<file path="src/rtl/pmbti_pkg.sv">
package pmbti_pkg;
  // Clock and timing
  localparam int CLK_HZ       = 10_000_000;
  localparam int TOUT_MS      = 25;
  localparam int TOUT_CYC     = CLK_HZ / 1000 * TOUT_MS;
  localparam int STRETCH_CYC  = 4;
  localparam int INIT_CYC     = 16;
  localparam int NSRC         = 8;

  // Command codes
  localparam logic [7:0] CMD_OPERATION = 8'h01;
  localparam logic [7:0] CMD_ONOFF     = 8'h02;
  localparam logic [7:0] CMD_CLRF      = 8'h03;
  localparam logic [7:0] CMD_VOUT_MODE = 8'h20;
  localparam logic [7:0] CMD_STATUS    = 8'h78;
  localparam logic [7:0] CMD_RD_VIN    = 8'h88;
  localparam logic [7:0] CMD_RD_VOUT   = 8'h8b;
  localparam logic [7:0] CMD_RD_IOUT   = 8'h8c;
  localparam logic [7:0] CMD_RD_TEMP2  = 8'h8e;
  localparam logic [7:0] CMD_RD_FREQ   = 8'h95;

  // Reset values and fields
  localparam logic [7:0] ONOFF_DEF = 8'h16;
  localparam logic [7:0] OP_DEF    = 8'h00;
  localparam logic [7:0] VMODE_DEF = 8'h14;
  localparam logic [6:0] ADDR_ZERO = 7'h40;
  localparam int ONOFF_PU  = 4;
  localparam int ONOFF_CMD = 3;
  localparam int ONOFF_CP  = 2;
  localparam int ONOFF_POL = 1;
  localparam int OP_ON     = 7;
  localparam logic [4:0] VOUT_FRAC = 5'h10;

  // LINEAR exponents of telemetry words
  localparam logic [4:0] EXP_IOUT = 5'h1e;
  localparam logic [4:0] EXP_VIN  = 5'h1e;
  localparam logic [4:0] EXP_TEMP = 5'h00;
  localparam logic [4:0] EXP_FREQ = 5'h00;

  // Register byte offsets
  localparam logic [7:0] REG_ALERT_EN = 8'h00;
  localparam logic [7:0] REG_STATUS   = 8'h04;
  localparam logic [7:0] REG_ADDR     = 8'h08;
  localparam logic [7:0] REG_ONOFF    = 8'h0c;

  typedef enum logic [4:0] {
    ST_IDLE = 5'h01,
    ST_RX   = 5'h02,
    ST_RACK = 5'h04,
    ST_TX   = 5'h08,
    ST_TACK = 5'h10
  } pmbti_state_t;
endpackage

</file>
<file path="src/rtl/pmbti_sync.sv">
module pmbti_sync #(
  parameter int W = 1
) (
  input  wire logic         mclk,
  input  wire logic         nrst,
  input  wire logic [W-1:0] d,
  output logic      [W-1:0] q
);
  logic [W-1:0] meta_reg;

  // Two-stage synchroniser
  always_ff @(posedge mclk or negedge nrst) begin
    if (!nrst) begin
      meta_reg <= '0;
      q        <= '0;
    end else begin
      meta_reg <= d;
      q        <= meta_reg;
    end
  end
endmodule

</file>
<file path="src/rtl/pmbti_crc8.sv">
module pmbti_crc8 (
  input  wire logic       mclk,
  input  wire logic       nrst,
  input  wire logic       clr,
  input  wire logic       en,
  input  wire logic [7:0] din,
  output logic      [7:0] crc
);
  logic [7:0] crc_next;

  // CRC-8, polynomial x8+x2+x+1, MSB first
  always_comb begin
    crc_next = crc ^ din;
    for (int i = 0; i < 8; i++) begin
      crc_next = crc_next[7] ? ((crc_next << 1) ^ 8'h07) : (crc_next << 1);
    end
  end

  always_ff @(posedge mclk or negedge nrst) begin
    if (!nrst) begin
      crc <= 8'h00;
    end else if (clr) begin
      crc <= 8'h00;
    end else if (en) begin
      crc <= crc_next;
    end
  end
endmodule

</file>
<file path="src/rtl/pmbti_top.sv">
// Overview of operation
// - Packet error code checked and appended
// - Target stretches clock after each byte it acks
// - Alert line pulled low on new status
// - All alert sources enabled after reset
// - Per-source alert enable masks the line
// - Default: enable pin alone controls conversion
// - ON_OFF_CONFIG selects on/off source
// - READ_IOUT returns filtered average current
// - READ_VOUT, READ_VIN return measured voltages
// - READ_TEMPERATURE_2 returns controller die temperature
// - READ_FREQUENCY returns switching frequency in kHz
// - Telemetry except READ_VOUT encoded as LINEAR words
// - Output voltage follows VOUT_MODE exponent
// - Full protocol to 100kHz, 400kHz allowed
// - Answers only its own 7-bit address
// - Strap codes sensed at init pick address
// - Strap sensing active only during init
// - Warnings flag only; faults also trip off
module pmbti_top import pmbti_pkg::*; #(
  parameter int          TOUT      = TOUT_CYC,
  parameter int          IOUT_K    = 4,
  parameter logic [7:0]  FAULT_SEL = 8'h0f
) (
  input  wire logic        mclk,
  input  wire logic        nrst,
  input  wire logic        hsel,
  input  wire logic [31:0] haddr,
  input  wire logic [1:0]  htrans,
  input  wire logic        hwrite,
  input  wire logic [2:0]  hsize,
  input  wire logic [31:0] hwdata,
  input  wire logic        hready,
  output logic             hreadyout,
  output logic      [31:0] hrdata,
  output logic             hresp,
  input  wire logic        scl_in,
  output logic             scl_out,
  output logic             scl_oe,
  input  wire logic        sda_in,
  output logic             sda_out,
  output logic             sda_oe,
  output logic             alert_out_line_out,
  output logic             alert_out_line_oe,
  input  wire logic        enable_pin_in,
  input  wire logic [2:0]  address_strap_pins_hi,
  input  wire logic [3:0]  address_strap_pins_lo,
  output logic             strap_sense_en,
  input  wire logic [7:0]  evt_in,
  input  wire logic        iout_stb,
  input  wire logic [10:0] meas_iout,
  input  wire logic [15:0] meas_vout,
  input  wire logic [10:0] meas_vin,
  input  wire logic [10:0] meas_temp,
  input  wire logic [10:0] meas_freq_khz,
  output logic             conv_on
);
  localparam int AW = 11 + IOUT_K;

  pmbti_state_t st_reg;
  logic [9:0]  pin_s;
  logic        scl_s, sda_s, scl_d, sda_d, en_s;
  logic [3:0]  bit_cnt_reg, str_cnt_reg;
  logic [2:0]  byte_cnt_reg;
  logic [1:0]  tx_idx_reg;
  logic [7:0]  sh_reg, cmd_reg, d0_reg, crc;
  logic        rd_reg, mack_reg;
  logic [31:0] to_cnt_reg;
  logic [4:0]  init_cnt_reg;
  logic        init_busy;
  logic [6:0]  my_addr_reg;
  logic [7:0]  status_reg, alert_en_reg, onoff_reg, op_reg, vmode_reg;
  logic [AW-1:0] iacc_reg;
  logic        wr_ph_reg;
  logic [7:0]  wr_addr_reg;

  // Pin synchronisers and edge history
  pmbti_sync #(.W(10)) u_sync (
    .mclk (mclk),
    .nrst (nrst),
    .d    ({scl_in, sda_in, enable_pin_in, address_strap_pins_hi,
            address_strap_pins_lo}),
    .q    (pin_s)
  );
  assign scl_s = pin_s[9];
  assign sda_s = pin_s[8];
  assign en_s  = pin_s[7];

  always_ff @(posedge mclk or negedge nrst) begin
    if (!nrst) begin
      scl_d <= 1'b1;
      sda_d <= 1'b1;
    end else begin
      scl_d <= scl_s;
      sda_d <= sda_s;
    end
  end

  // Bus condition decode
  wire scl_rise  = scl_s & ~scl_d;
  wire scl_fall  = ~scl_s & scl_d;
  wire bus_start = scl_s & scl_d & sda_d & ~sda_s & ~init_busy;
  wire bus_stop  = scl_s & scl_d & ~sda_d & sda_s;
  wire is_idle   = (st_reg == ST_IDLE);
  wire byte_done = (st_reg == ST_RX) & scl_fall & (bit_cnt_reg == 4'h8);
  wire addr_hit  = (sh_reg[7:1] == my_addr_reg);
  wire to_hit    = ~is_idle & (to_cnt_reg >= 32'(TOUT - 1));

  // Init window and address latch
  assign init_busy = (init_cnt_reg != 5'(INIT_CYC));
  assign strap_sense_en = init_busy;
  wire [6:0] strap_addr = (pin_s[6:0] == 7'h00) ? ADDR_ZERO : pin_s[6:0];
  wire init_last = (init_cnt_reg == 5'(INIT_CYC - 1));

  // address picked once at init end
  always_ff @(posedge mclk or negedge nrst) begin
    if (!nrst) begin
      init_cnt_reg <= 5'h00;
      my_addr_reg  <= ADDR_ZERO;
    end else if (init_busy) begin
      init_cnt_reg <= init_cnt_reg + 5'h01;
      if (init_last) my_addr_reg <= strap_addr;
    end
  end

  // Write length check, PEC optional
  wire cmd_byte = (cmd_reg == CMD_OPERATION) | (cmd_reg == CMD_ONOFF) |
                  (cmd_reg == CMD_VOUT_MODE);
  wire [2:0] need = (cmd_reg == CMD_CLRF) ? 3'h2 :
                    cmd_byte ? 3'h3 : 3'h7;
  // PEC byte must leave residue zero
  wire len_ok = (byte_cnt_reg == need) |
                ((byte_cnt_reg == need + 3'h1) & (crc == 8'h00));
  wire commit = bus_stop & ~rd_reg & (st_reg == ST_RX) &
                (bit_cnt_reg == 4'h1) & len_ok;
  wire clr_flt = commit & (cmd_reg == CMD_CLRF);

  // Telemetry words
  wire [15:0] iout_avg = 16'(iacc_reg >> IOUT_K);
  wire [4:0]  vneg  = 5'h00 - vmode_reg[4:0];
  // scale raw voltage to VOUT_MODE exponent
  wire [4:0]  vsh   = VOUT_FRAC - vneg;
  wire [15:0] vout_w = meas_vout >> vsh;
  logic [15:0] resp;
  logic        resp_two;
  always_comb begin
    resp_two = 1'b1;
    unique case (cmd_reg)
      CMD_RD_IOUT:  resp = {EXP_IOUT, iout_avg[10:0]};
      CMD_RD_VOUT:  resp = vout_w;
      CMD_RD_VIN:   resp = {EXP_VIN, meas_vin};
      CMD_RD_TEMP2: resp = {EXP_TEMP, meas_temp};
      CMD_RD_FREQ:  resp = {EXP_FREQ, meas_freq_khz};
      default: begin
        resp_two = 1'b0;
        resp = (cmd_reg == CMD_OPERATION) ? {8'h00, op_reg} :
               (cmd_reg == CMD_ONOFF) ? {8'h00, onoff_reg} :
               (cmd_reg == CMD_VOUT_MODE) ? {8'h00, vmode_reg} :
               {8'h00, status_reg};
      end
    endcase
  end
  wire [1:0] pec_idx = resp_two ? 2'h2 : 2'h1;
  wire [7:0] tx_byte = (tx_idx_reg == 2'h0) ? resp[7:0] :
                       (tx_idx_reg == pec_idx) ? crc :
                       (tx_idx_reg == 2'h1) ? resp[15:8] : 8'hff;
  wire tx_load = ((st_reg == ST_RACK) & rd_reg) | (st_reg == ST_TACK);
  wire load_now = scl_fall & tx_load & (str_cnt_reg == 4'h0) &
                  ((st_reg == ST_RACK) | mack_reg);

  pmbti_crc8 u_crc (
    .mclk (mclk),
    .nrst (nrst),
    .clr  (bus_start & is_idle),
    .en   (byte_done | load_now),
    .din  (byte_done ? sh_reg : tx_byte),
    .crc  (crc)
  );

  // Clock-low timer
  always_ff @(posedge mclk or negedge nrst) begin
    if (!nrst) to_cnt_reg <= 32'h0;
    else if (scl_s | is_idle) to_cnt_reg <= 32'h0;
    else to_cnt_reg <= to_cnt_reg + 32'h1;
  end

  // Target protocol engine
  always_ff @(posedge mclk or negedge nrst) begin
    if (!nrst) begin
      st_reg <= ST_IDLE;
      bit_cnt_reg <= 4'h0;
      byte_cnt_reg <= 3'h0;
      tx_idx_reg <= 2'h0;
      str_cnt_reg <= 4'h0;
      sh_reg <= 8'h00;
      cmd_reg <= 8'h00;
      d0_reg <= 8'h00;
      rd_reg <= 1'b0;
      mack_reg <= 1'b0;
      sda_oe <= 1'b0;
    end else if (to_hit | bus_stop) begin
      st_reg <= ST_IDLE;
      str_cnt_reg <= 4'h0;
      sda_oe <= 1'b0;
    end else if (bus_start) begin
      st_reg <= ST_RX;
      bit_cnt_reg <= 4'h0;
      byte_cnt_reg <= 3'h0;
      rd_reg <= 1'b0;
      sda_oe <= 1'b0;
    end else begin
      unique case (st_reg)
        ST_IDLE: sda_oe <= 1'b0;
        ST_RX: begin
          if (scl_rise) begin
            sh_reg <= {sh_reg[6:0], sda_s};
            bit_cnt_reg <= bit_cnt_reg + 4'h1;
          end
          if (byte_done) begin
            if (byte_cnt_reg == 3'h0 && !addr_hit) begin
              st_reg <= ST_IDLE;
            end else begin
              st_reg <= ST_RACK;
              str_cnt_reg <= 4'(STRETCH_CYC);
              sda_oe <= 1'b1;
            end
            if (byte_cnt_reg == 3'h0) rd_reg <= sh_reg[0];
            if (byte_cnt_reg == 3'h1) cmd_reg <= sh_reg;
            if (byte_cnt_reg == 3'h2) d0_reg <= sh_reg;
            if (byte_cnt_reg != 3'h7) byte_cnt_reg <= byte_cnt_reg + 3'h1;
            tx_idx_reg <= 2'h0;
          end
        end
        ST_RACK: begin
          if (str_cnt_reg != 4'h0) str_cnt_reg <= str_cnt_reg - 4'h1;
          if (load_now) begin
            st_reg <= ST_TX;
            sh_reg <= tx_byte;
            sda_oe <= ~tx_byte[7];
            bit_cnt_reg <= 4'h0;
            tx_idx_reg <= tx_idx_reg + 2'h1;
          end else if (scl_fall && str_cnt_reg == 4'h0) begin
            st_reg <= ST_RX;
            bit_cnt_reg <= 4'h0;
            sda_oe <= 1'b0;
          end
        end
        ST_TX: begin
          if (scl_fall) begin
            bit_cnt_reg <= bit_cnt_reg + 4'h1;
            sh_reg <= {sh_reg[6:0], 1'b1};
            sda_oe <= (bit_cnt_reg == 4'h7) ? 1'b0 : ~sh_reg[6];
            if (bit_cnt_reg == 4'h7) st_reg <= ST_TACK;
          end
        end
        ST_TACK: begin
          if (scl_rise) mack_reg <= ~sda_s;
          if (load_now) begin
            st_reg <= ST_TX;
            sh_reg <= tx_byte;
            sda_oe <= ~tx_byte[7];
            bit_cnt_reg <= 4'h0;
            if (tx_idx_reg != 2'h3) tx_idx_reg <= tx_idx_reg + 2'h1;
          end else if (scl_fall) begin
            st_reg <= ST_IDLE;
          end
        end
      endcase
    end
  end

  assign scl_oe  = (st_reg == ST_RACK) & (str_cnt_reg != 4'h0);
  assign scl_out = 1'b0;
  assign sda_out = 1'b0;

  // command register writes from the bus
  always_ff @(posedge mclk or negedge nrst) begin
    if (!nrst) begin
      op_reg    <= OP_DEF;
      onoff_reg <= ONOFF_DEF;
      vmode_reg <= VMODE_DEF;
    end else if (commit) begin
      if (cmd_reg == CMD_OPERATION) op_reg <= d0_reg;
      if (cmd_reg == CMD_ONOFF) onoff_reg <= d0_reg;
      if (cmd_reg == CMD_VOUT_MODE) vmode_reg <= d0_reg;
    end
  end

  // sticky status, set wins over clear
  always_ff @(posedge mclk or negedge nrst) begin
    if (!nrst) status_reg <= 8'h00;
    else status_reg <= (status_reg & ~{NSRC{clr_flt}}) | evt_in;
  end

  assign alert_out_line_oe  = |(status_reg & alert_en_reg);
  assign alert_out_line_out = 1'b0;

  wire pin_ok = en_s == onoff_reg[ONOFF_POL];
  wire run_req = ~onoff_reg[ONOFF_PU] |
                 ((~onoff_reg[ONOFF_CMD] | op_reg[OP_ON]) &
                  (~onoff_reg[ONOFF_CP] | pin_ok));
  wire fault_trip = |(status_reg & FAULT_SEL);

  always_ff @(posedge mclk or negedge nrst) begin
    if (!nrst) begin
      iacc_reg <= '0;
      conv_on  <= 1'b0;
    end else begin
      conv_on <= run_req & ~fault_trip;
      if (iout_stb) iacc_reg <= iacc_reg - (iacc_reg >> IOUT_K) +
                                AW'(meas_iout);
    end
  end

  // AHB-Lite slave, zero wait states
  wire ahb_acc = hsel & hready & htrans[1];
  wire [7:0] ra = haddr[7:0];
  wire [31:0] rd_mux =
    (ra == REG_ALERT_EN) ? {24'h0, alert_en_reg} :
    (ra == REG_STATUS)   ? {24'h0, status_reg} :
    (ra == REG_ADDR)     ? {24'h0, init_busy, my_addr_reg} :
    (ra == REG_ONOFF)    ? {15'h0, conv_on, op_reg, onoff_reg} : 32'h0;

  // all alert sources enabled from reset
  always_ff @(posedge mclk or negedge nrst) begin
    if (!nrst) begin
      wr_ph_reg    <= 1'b0;
      wr_addr_reg  <= 8'h00;
      hrdata       <= 32'h0;
      alert_en_reg <= 8'hff;
    end else begin
      wr_ph_reg <= ahb_acc & hwrite;
      if (ahb_acc) wr_addr_reg <= ra;
      if (ahb_acc & ~hwrite) hrdata <= rd_mux;
      if (wr_ph_reg && wr_addr_reg == REG_ALERT_EN)
        alert_en_reg <= hwdata[7:0];
    end
  end
  assign hreadyout = 1'b1;
  assign hresp     = 1'b0;
endmodule

</file>
<file path="config.mk">
export PLATFORM = sky130hd
export DESIGN_NAME = pmbti_top
export DESIGN_NICKNAME = d
export VERILOG_FILES = /design/src/rtl/pmbti_pkg.sv /design/src/rtl/pmbti_sync.sv /design/src/rtl/pmbti_crc8.sv /design/src/rtl/pmbti_top.sv
export SDC_FILE = /design/constraint.sdc
export NUM_CORES = 1
export LEC_CHECK = 0
export ABC_AREA = 1
export BUFFER_PORTS_ARGS = -buffer_cell sky130_fd_sc_hd__buf_2
export CAP_MARGIN = 20
export CORE_ASPECT_RATIO = 1.25
export CORE_MARGIN = 2
export CORE_UTILIZATION = 29
export CTS_CLUSTER_DIAMETER = 150
export DETAILED_ROUTE_END_ITERATION = 12
export PLACE_DENSITY_LB_ADDON = 0.3
export SETUP_SLACK_MARGIN = 0.15
export SYNTH_ARGS = -nofsm -noshare
export SYNTH_HDL_FRONTEND = slang
export SYNTH_SLANG_ARGS = --single-unit
</file>
<file path="constraint.sdc">
create_clock -name mclk -period 4.3 [get_ports mclk]
set_input_delay 0.215 -clock mclk [delete_from_list [all_inputs] [get_ports mclk]]
set_output_delay 0.215 -clock mclk [all_outputs]
set_load 0.01 [all_outputs]
</file>
Word level (Yosys, flattened, before mapping)
Cells that the tools add are included.

storage, ports and cells
  register bits = 216
  input bits = 153

operators by class
  add/sub/neg operators = 11
  $lt $le $gt $ge = 1
  equality and inequality tests = 54
  shift operators = 1
  mux-type cells = 79
  bitwise logic cells = 69
  reductions and logical operators = 41

operators by type and width
  cell                                                                     number
  8-bit 2-to-1 mux                                                         12
  16-bit case mux with 5 select lines                                      1
  17-bit 2-to-1 mux                                                        4
  3-bit 2-to-1 mux                                                         15
  5-bit 2-to-1 mux                                                         9
  4-bit 2-to-1 mux                                                         11
  8-bit == test, second input constant                                     5
  32-bit by 1-bit adder with 32-bit output, second input constant          1
  32-bit by 18-bit >= comparator with 1-bit output, second input constant  1
  32-bit 2-to-1 mux                                                        1
  1-bit bitwise AND                                                        29
  8-bit logical NOT                                                        3
  3-bit NOT                                                                8
  8-bit case mux with 3 select lines                                       1
  5-bit case mux with 4 select lines                                       1
  5-bit AND reduction                                                      4
  3-bit != test, second input constant                                     6
  6-bit AND reduction                                                      3
  8-bit bitwise AND                                                        2
  8-bit by 2-bit == test with 1-bit output, second input constant          2
  8-bit by 4-bit == test with 1-bit output, second input constant          2
  4-bit != test, second input constant                                     4
  1-bit NOT                                                                16
  4-bit case mux with 4 select lines                                       1
  other kinds (62)                                                         114

Logic depth before layout (Yosys ltp)
  word-level depth = 28
  mapped depth = 23
  gate-level depth less buffers = 21

Cells and area by module
A second synthesis with hierarchy kept.

unflattened totals
  cells, all modules = 1838
  area, all modules = 13272.7 sq um

modules (own cells, without submodules)
  module      times used  cells each  area an instance (sq um)
  pmbti_top   1           1711        12065.3
  pmbti_crc8  1           107         706.9
  pmbti_sync  1           20          500.5

Worst setup path after synthesis
No wires, ideal clock.

  kind = register to register
  start = reg iacc_reg[1]
  end = reg iacc_reg[14]
  library setup time = 123 ps
  arrival time = 2764 ps
  data required time = 4177 ps
  setup slack = 1413 ps
  cell stages (with the launch flop) = 19
  path buffers = 0
  clock period less this slack = 2887 ps
  cells stage by stage = dfrtp_1 inv_1 fa_1 fa_1 inv_1 nand3_1 nand2_1 a21oi_1 o21ai_0 nand2_1 nand2_1 a21oi_1 o21ai_0 nand2_1 nand2_1 a21oi_1 and2_1 o21ai_0 nand2_1

between the ends
  cells in the longest elaborated chain, start to end = 2

RTL lines
  element                                         RTL line          text
  from (decl)                                     pmbti_top.sv:73   logic [AW-1:0] iacc_reg;
  from (signal assigned)                          pmbti_top.sv:310  if (iout_stb) iacc_reg <= iacc_reg - (iacc_reg >> IOUT_K) +
  15-bit by 11-bit subtractor with 15-bit output  pmbti_top.sv:310
  15-bit by 11-bit adder with 15-bit output       pmbti_top.sv:310

Every way passes these cells.
A chain may end at the register's enable or synchronous reset.

Worst setup path in the final report
  start = reg st_reg[3]
  end = reg d0_reg[3]

between the ends
  cells in the longest elaborated chain, start to end = 6
  elaborated cells on any way between the ends = 9
  classes of those cells = eq/ne: 2; bitwise: 6; reduce/logical: 1

RTL lines
  element                                   RTL line          text
  from (decl)                               pmbti_top.sv:60   pmbti_state_t st_reg;
  from (signal assigned)                    pmbti_top.sv:190  st_reg <= ST_IDLE;
  from (signal assigned)                    pmbti_top.sv:202  st_reg <= ST_IDLE;
  from (signal assigned)                    pmbti_top.sv:206  st_reg <= ST_RX;
  5-bit by 1-bit == test with 1-bit output  pmbti_top.sv:104  wire is_idle = (st_reg == ST_IDLE);
  1-bit NOT                                 pmbti_top.sv:107  wire to_hit = ~is_idle & (to_cnt_reg >= 32'(TOUT - 1));
  1-bit bitwise AND                         pmbti_top.sv:107
  1-bit OR                                  pmbti_top.sv:201  end else if (to_hit | bus_stop) begin
  1-bit NOT (no source line)                n/a
  5-bit AND reduction (no source line) *    n/a
  to (signal assigned)                      pmbti_top.sv:229  if (byte_cnt_reg == 3'h2) d0_reg <= sh_reg;
  to (decl)                                 pmbti_top.sv:66   logic [7:0] sh_reg, cmd_reg, d0_reg, crc;

Mark *: on every way between the ends. The rest lies on a longest branch, timed or not.

==> summary.txt <==
Routing
  • Overall routed net length: 34.5 mm
  • DR WL/cell: 14.5 um
  • Antenna Nets Post-Route: 0
  • DRC violation count after routing: 0
  • Initial drt markers: 626
  • Vias: 11,400
  • Drt first pass iters: 7
  • Vias per cell: 4.78

Power
  • Leakage power: 7.00 nW
  • Clock share of power: 26.6%
  • Switching share of total power: 39.7%
  • Reg power frac: 33.6%
  • PD cells: 497 mW/mm2
  • Int Power: 0.00438 W
  • Worst vdd ir: 340 uV
  • Comb pwr share: 39.7%
  • Net Sw Power: 0.00288 W

Critical path
  • Worst path arrival time: 3640 ps
  • Required @ worst endpoint: 4690 ps
  • Critical path class: reg -> reg
  • Crit-path max FO: 16
  • CP endpoint kind: flop
  • CP Launch Type: flop

Floorplan
  • Die H: 235 um
  • Starting Density: 29.4%
  • IO Pins: 195
  • Die area: 0.0444 mm2
  • Core Region: 0.0421 mm2
  • Die X: 189 um
  • Rows: 84

STA
  • Final TNS setup: 0 ps
  • Worst rel slew slack: 36.2%
  • Worst-margin pin slew: 957 ps
  • Fin Hold WS: 33.1 ps
  • Final Hold Viols: 0
  • Final min period: 3250 ps
  • Max Freq: 308 MHz
  • Pins Over Slew Limit: 0
  • Clk_skew: 17.8 ps
  • Crit share post-route: 75.5%
  • Unrepaired setup endpoints after global routing: false
  • Final Setup Violations: 0

Layout
  • Fill cell count: 4,413
  • Share of cells above drive strength 1: 14.5%
  • # nets final: 1,995
  • Max FFs per register: 32
  • Diode count: 0
  • Area Overhead vs Synth: 18.1%
  • Final instance area: 0.0146 mm2
  • Post-route insts no fill: 2,375

Logic synthesis
  • XOR/XNOR share of the synthesized area: 1.49%
  • EDFF count, synth: 0
  • Post-synthesis cell type count: 55
  • Synth Area in Compound Gates: 12.5%
  • Synth Area in Simple Gates: 29.9%
  • Avg Synthesized Cell Area: 7.50 um2
  • Largest family of logic cells by synthesized area: simple AND/OR/NAND/NOR gates
  • Synthesized instance count: 1,650
  • Post-Synth Adder-Cell Area: 5.01%
  • Seq/Total Area, Yosys: 40.8%
  • Mux contribution to synthesized area: 0.819%
  • FF+latch count, synth: 201
  • Async set-reset flop share out of synthesis: 100%
  • Yosys warns: 0
  • Mapped Area: 0.0124 mm2
  • Ys flop type: dfrtp_1

Placed design
  • Inst Count DP: 2,297
  • PortBufs: 122
  • RD Place Congestion: 0.879
  • DPL Wire Length: 26.3 mm
  • DP Area: 0.0135 mm2

GRT
  • GR met3 Demand/Resource: 1.85%
  • GR Util met2: 27.3%
  • GR peak layer: met2
  • Largest net degree at the start of global routing: 110
  • Global Route Usage Sum: 15.4%
  • First-pass GRT wire length: 56.3 mm
  • Number of antenna violations at the first check in global routing: 0
  • Vias in the first global route: 11,100
  • Met1 usage: 19.1%
  • Overflow after GRT: 0

Clocking
  • TritonCTS buffer count: 24
  • Clock sink count: 201
  • CTS resizes: 0
  • Worst-Skew Late Latency: 530 ps
  • Clock root buffer: clkbuf_16
  • CTS tree: built
  • Clock-pin slew on the worst setup and hold paths: 60 ps
  • H-tree Lvls: 1
  • CTS Buffer Depth: 3

Worst hold path
  • Tightest Hold Check Type: in -> reg

Run status
  • Outcome: finished, final reports clean

Run
  • Max-cap viol count: 0
kinds of logic (layout without fill, tap and decap cells):
logic type                 count (synthesis)  count (layout)
other                                      2              20
xor gates and xnor gates                  21              21
DFF                                      201             201
adders and majority gates                 43              43
muxes                                      9               9
and+or+nand+nor                          826             826
buffers and inverters                    281             429
AOI/OAI and AO/OA                        267             267
power groups by stage:
stage | logic [W] | registers [W] | clock network, W
2_1_floorplan | 0.00220 | 0.00238 | 0
3_3_place_gp | 0.00281 | 0.00246 | 0
3_5_place_dp | 0.00287 | 0.00247 | 0
4_1_cts | 0.00291 | 0.00244 | 0.00200
5_1_grt | 0.00334 | 0.00247 | 0.00208
6_report | 0.00288 | 0.00244 | 0.00193
per-layer routing:
| layer | part of all wire (%) | vias to the layer above |
|---|---|---|
| li1 | - | 5718 |
| met1 | 42 | 5298 |
| met2 | 50 | 276 |
| met3 | 4.6 | 69 |
| met4 | 3.4 | 0 |
| met5 | 0 | - |
placed cells by master (no fill, tap or decap), types with 11 or more instances in the layout:
cell type      synthesis  routed
a21oi_1               63      63
buf_2                 13     121
clkbuf_16              0      24
conb_1                 2      20
dfrtp_1              184     184
dfstp_2               17      17
dlygate4sd3_1          0      34
fa_1                  11      11
ha_1                  32      32
inv_1                206     206
inv_2                 14      14
nand2_1              417     417
nand2_2               19      19
nand3_1              185     185
nand4_1               34      34
nor2_1               101     101
nor2_2                16      16
nor3_1                20      20
o211ai_1              14      14
o21ai_0               95      95
o21ai_1               29      29
xor2_1                14      14
synthesized netlist by cell type (3+ instances only):
| cell | instances | share of area [%] |
|---|---|---|
| dfstp_2 | 17 | 3.6 |
| dfrtp_1 | 184 | 37 |
| and2_1 | 3 | 0.15 |
| a22oi_1 | 7 | 0.42 |
| clkinv_1 | 3 | 0.091 |
| o31ai_1 | 4 | 0.24 |
| o21a_1 | 3 | 0.18 |
| o21bai_1 | 8 | 0.49 |
| ha_1 | 32 | 3.2 |
| xnor2_1 | 7 | 0.50 |
| nor4_1 | 8 | 0.40 |
| xor2_1 | 14 | 0.99 |
| nor2_2 | 16 | 0.81 |
| nor2_1 | 101 | 3.1 |
| o2111ai_1 | 4 | 0.28 |
| nand4_1 | 34 | 1.7 |
| nand2_2 | 19 | 0.96 |
| nor3b_1 | 3 | 0.18 |
| buf_4 | 22 | 1.3 |
| nor3_1 | 20 | 0.81 |
| o22a_1 | 8 | 0.57 |
| buf_2 | 13 | 0.53 |
| nor2_4 | 5 | 0.45 |
| o21ai_1 | 29 | 1.2 |
| o221ai_1 | 4 | 0.28 |
| fa_1 | 11 | 1.8 |
| o22ai_1 | 7 | 0.35 |
| mux2_2 | 9 | 0.82 |
| a211oi_1 | 7 | 0.42 |
| nand2_1 | 417 | 13 |
| o21ai_0 | 95 | 3.8 |
| inv_2 | 14 | 0.42 |
| a21oi_1 | 63 | 2.5 |
| nand3_1 | 185 | 7.5 |
| clkbuf_1 | 22 | 0.67 |
| or2_2 | 5 | 0.25 |
| inv_1 | 206 | 6.2 |
| a31oi_1 | 7 | 0.35 |
| o211ai_1 | 14 | 0.85 |
through the flow:
stage	total power (W)	worst slack, ps	utilization, %
after global routing	0.00790	550	34.7
after detailed placement	0.00534	1070	32.1
after floorplan	0.00457	1410	-
final	0.00726	1050	34.7
after global placement	0.00527	1100	32.1
after CTS	0.00735	1020	34.7
worst paths after layout:
| check | from | end | slack (ps) | depth (start not counted) |
|---|---|---|---|---|
| min in group asynchronous | nrst | wr_addr_reg[7] | 350 | 2 |
| max in group asynchronous | nrst | st_reg[0] | 2970 | 3 |
| worst max-delay path | st_reg[3] | d0_reg[3] | 1050 | 8 |
| worst min-delay path | meas_iout[0] | iacc_reg[0] | 30 | 4 |
| worst max register to register | st_reg[3] | d0_reg[3] | 1050 | 8 |
| worst min register to register | u_sync.meta_reg[1] | u_sync.q[1] | 350 | 0 |
cell type report:
type / count / area (um2) / area share, %
tap: 559 / 699 / 4.79
timing repair buffer: 163 / 1020 / 7.01
sequential: 201 / 5050 / 34.6
multi-input combinational: 1186 / 6250 / 42.7
clock inverter: 9 / 70.1 / 0.479
clock buffer: 34 / 688 / 4.71
inverter: 223 / 837 / 5.73
critical path, cell delays in order (launching register included):
cell and delay (ps):
dfrtp_1 400, nor2_1 190, nand4_1 280, nor2_2 620, inv_1 450, nor3_1 430
nand3_1 460, nand2_1 180, o21ai_0 100
what timing repair did:
action,CTS,global route
hold buffers,34,0
endpoints found under the hold margin,128,0
buffers inserted,0,0
Note: power is estimated with default switching activity, not from simulation.
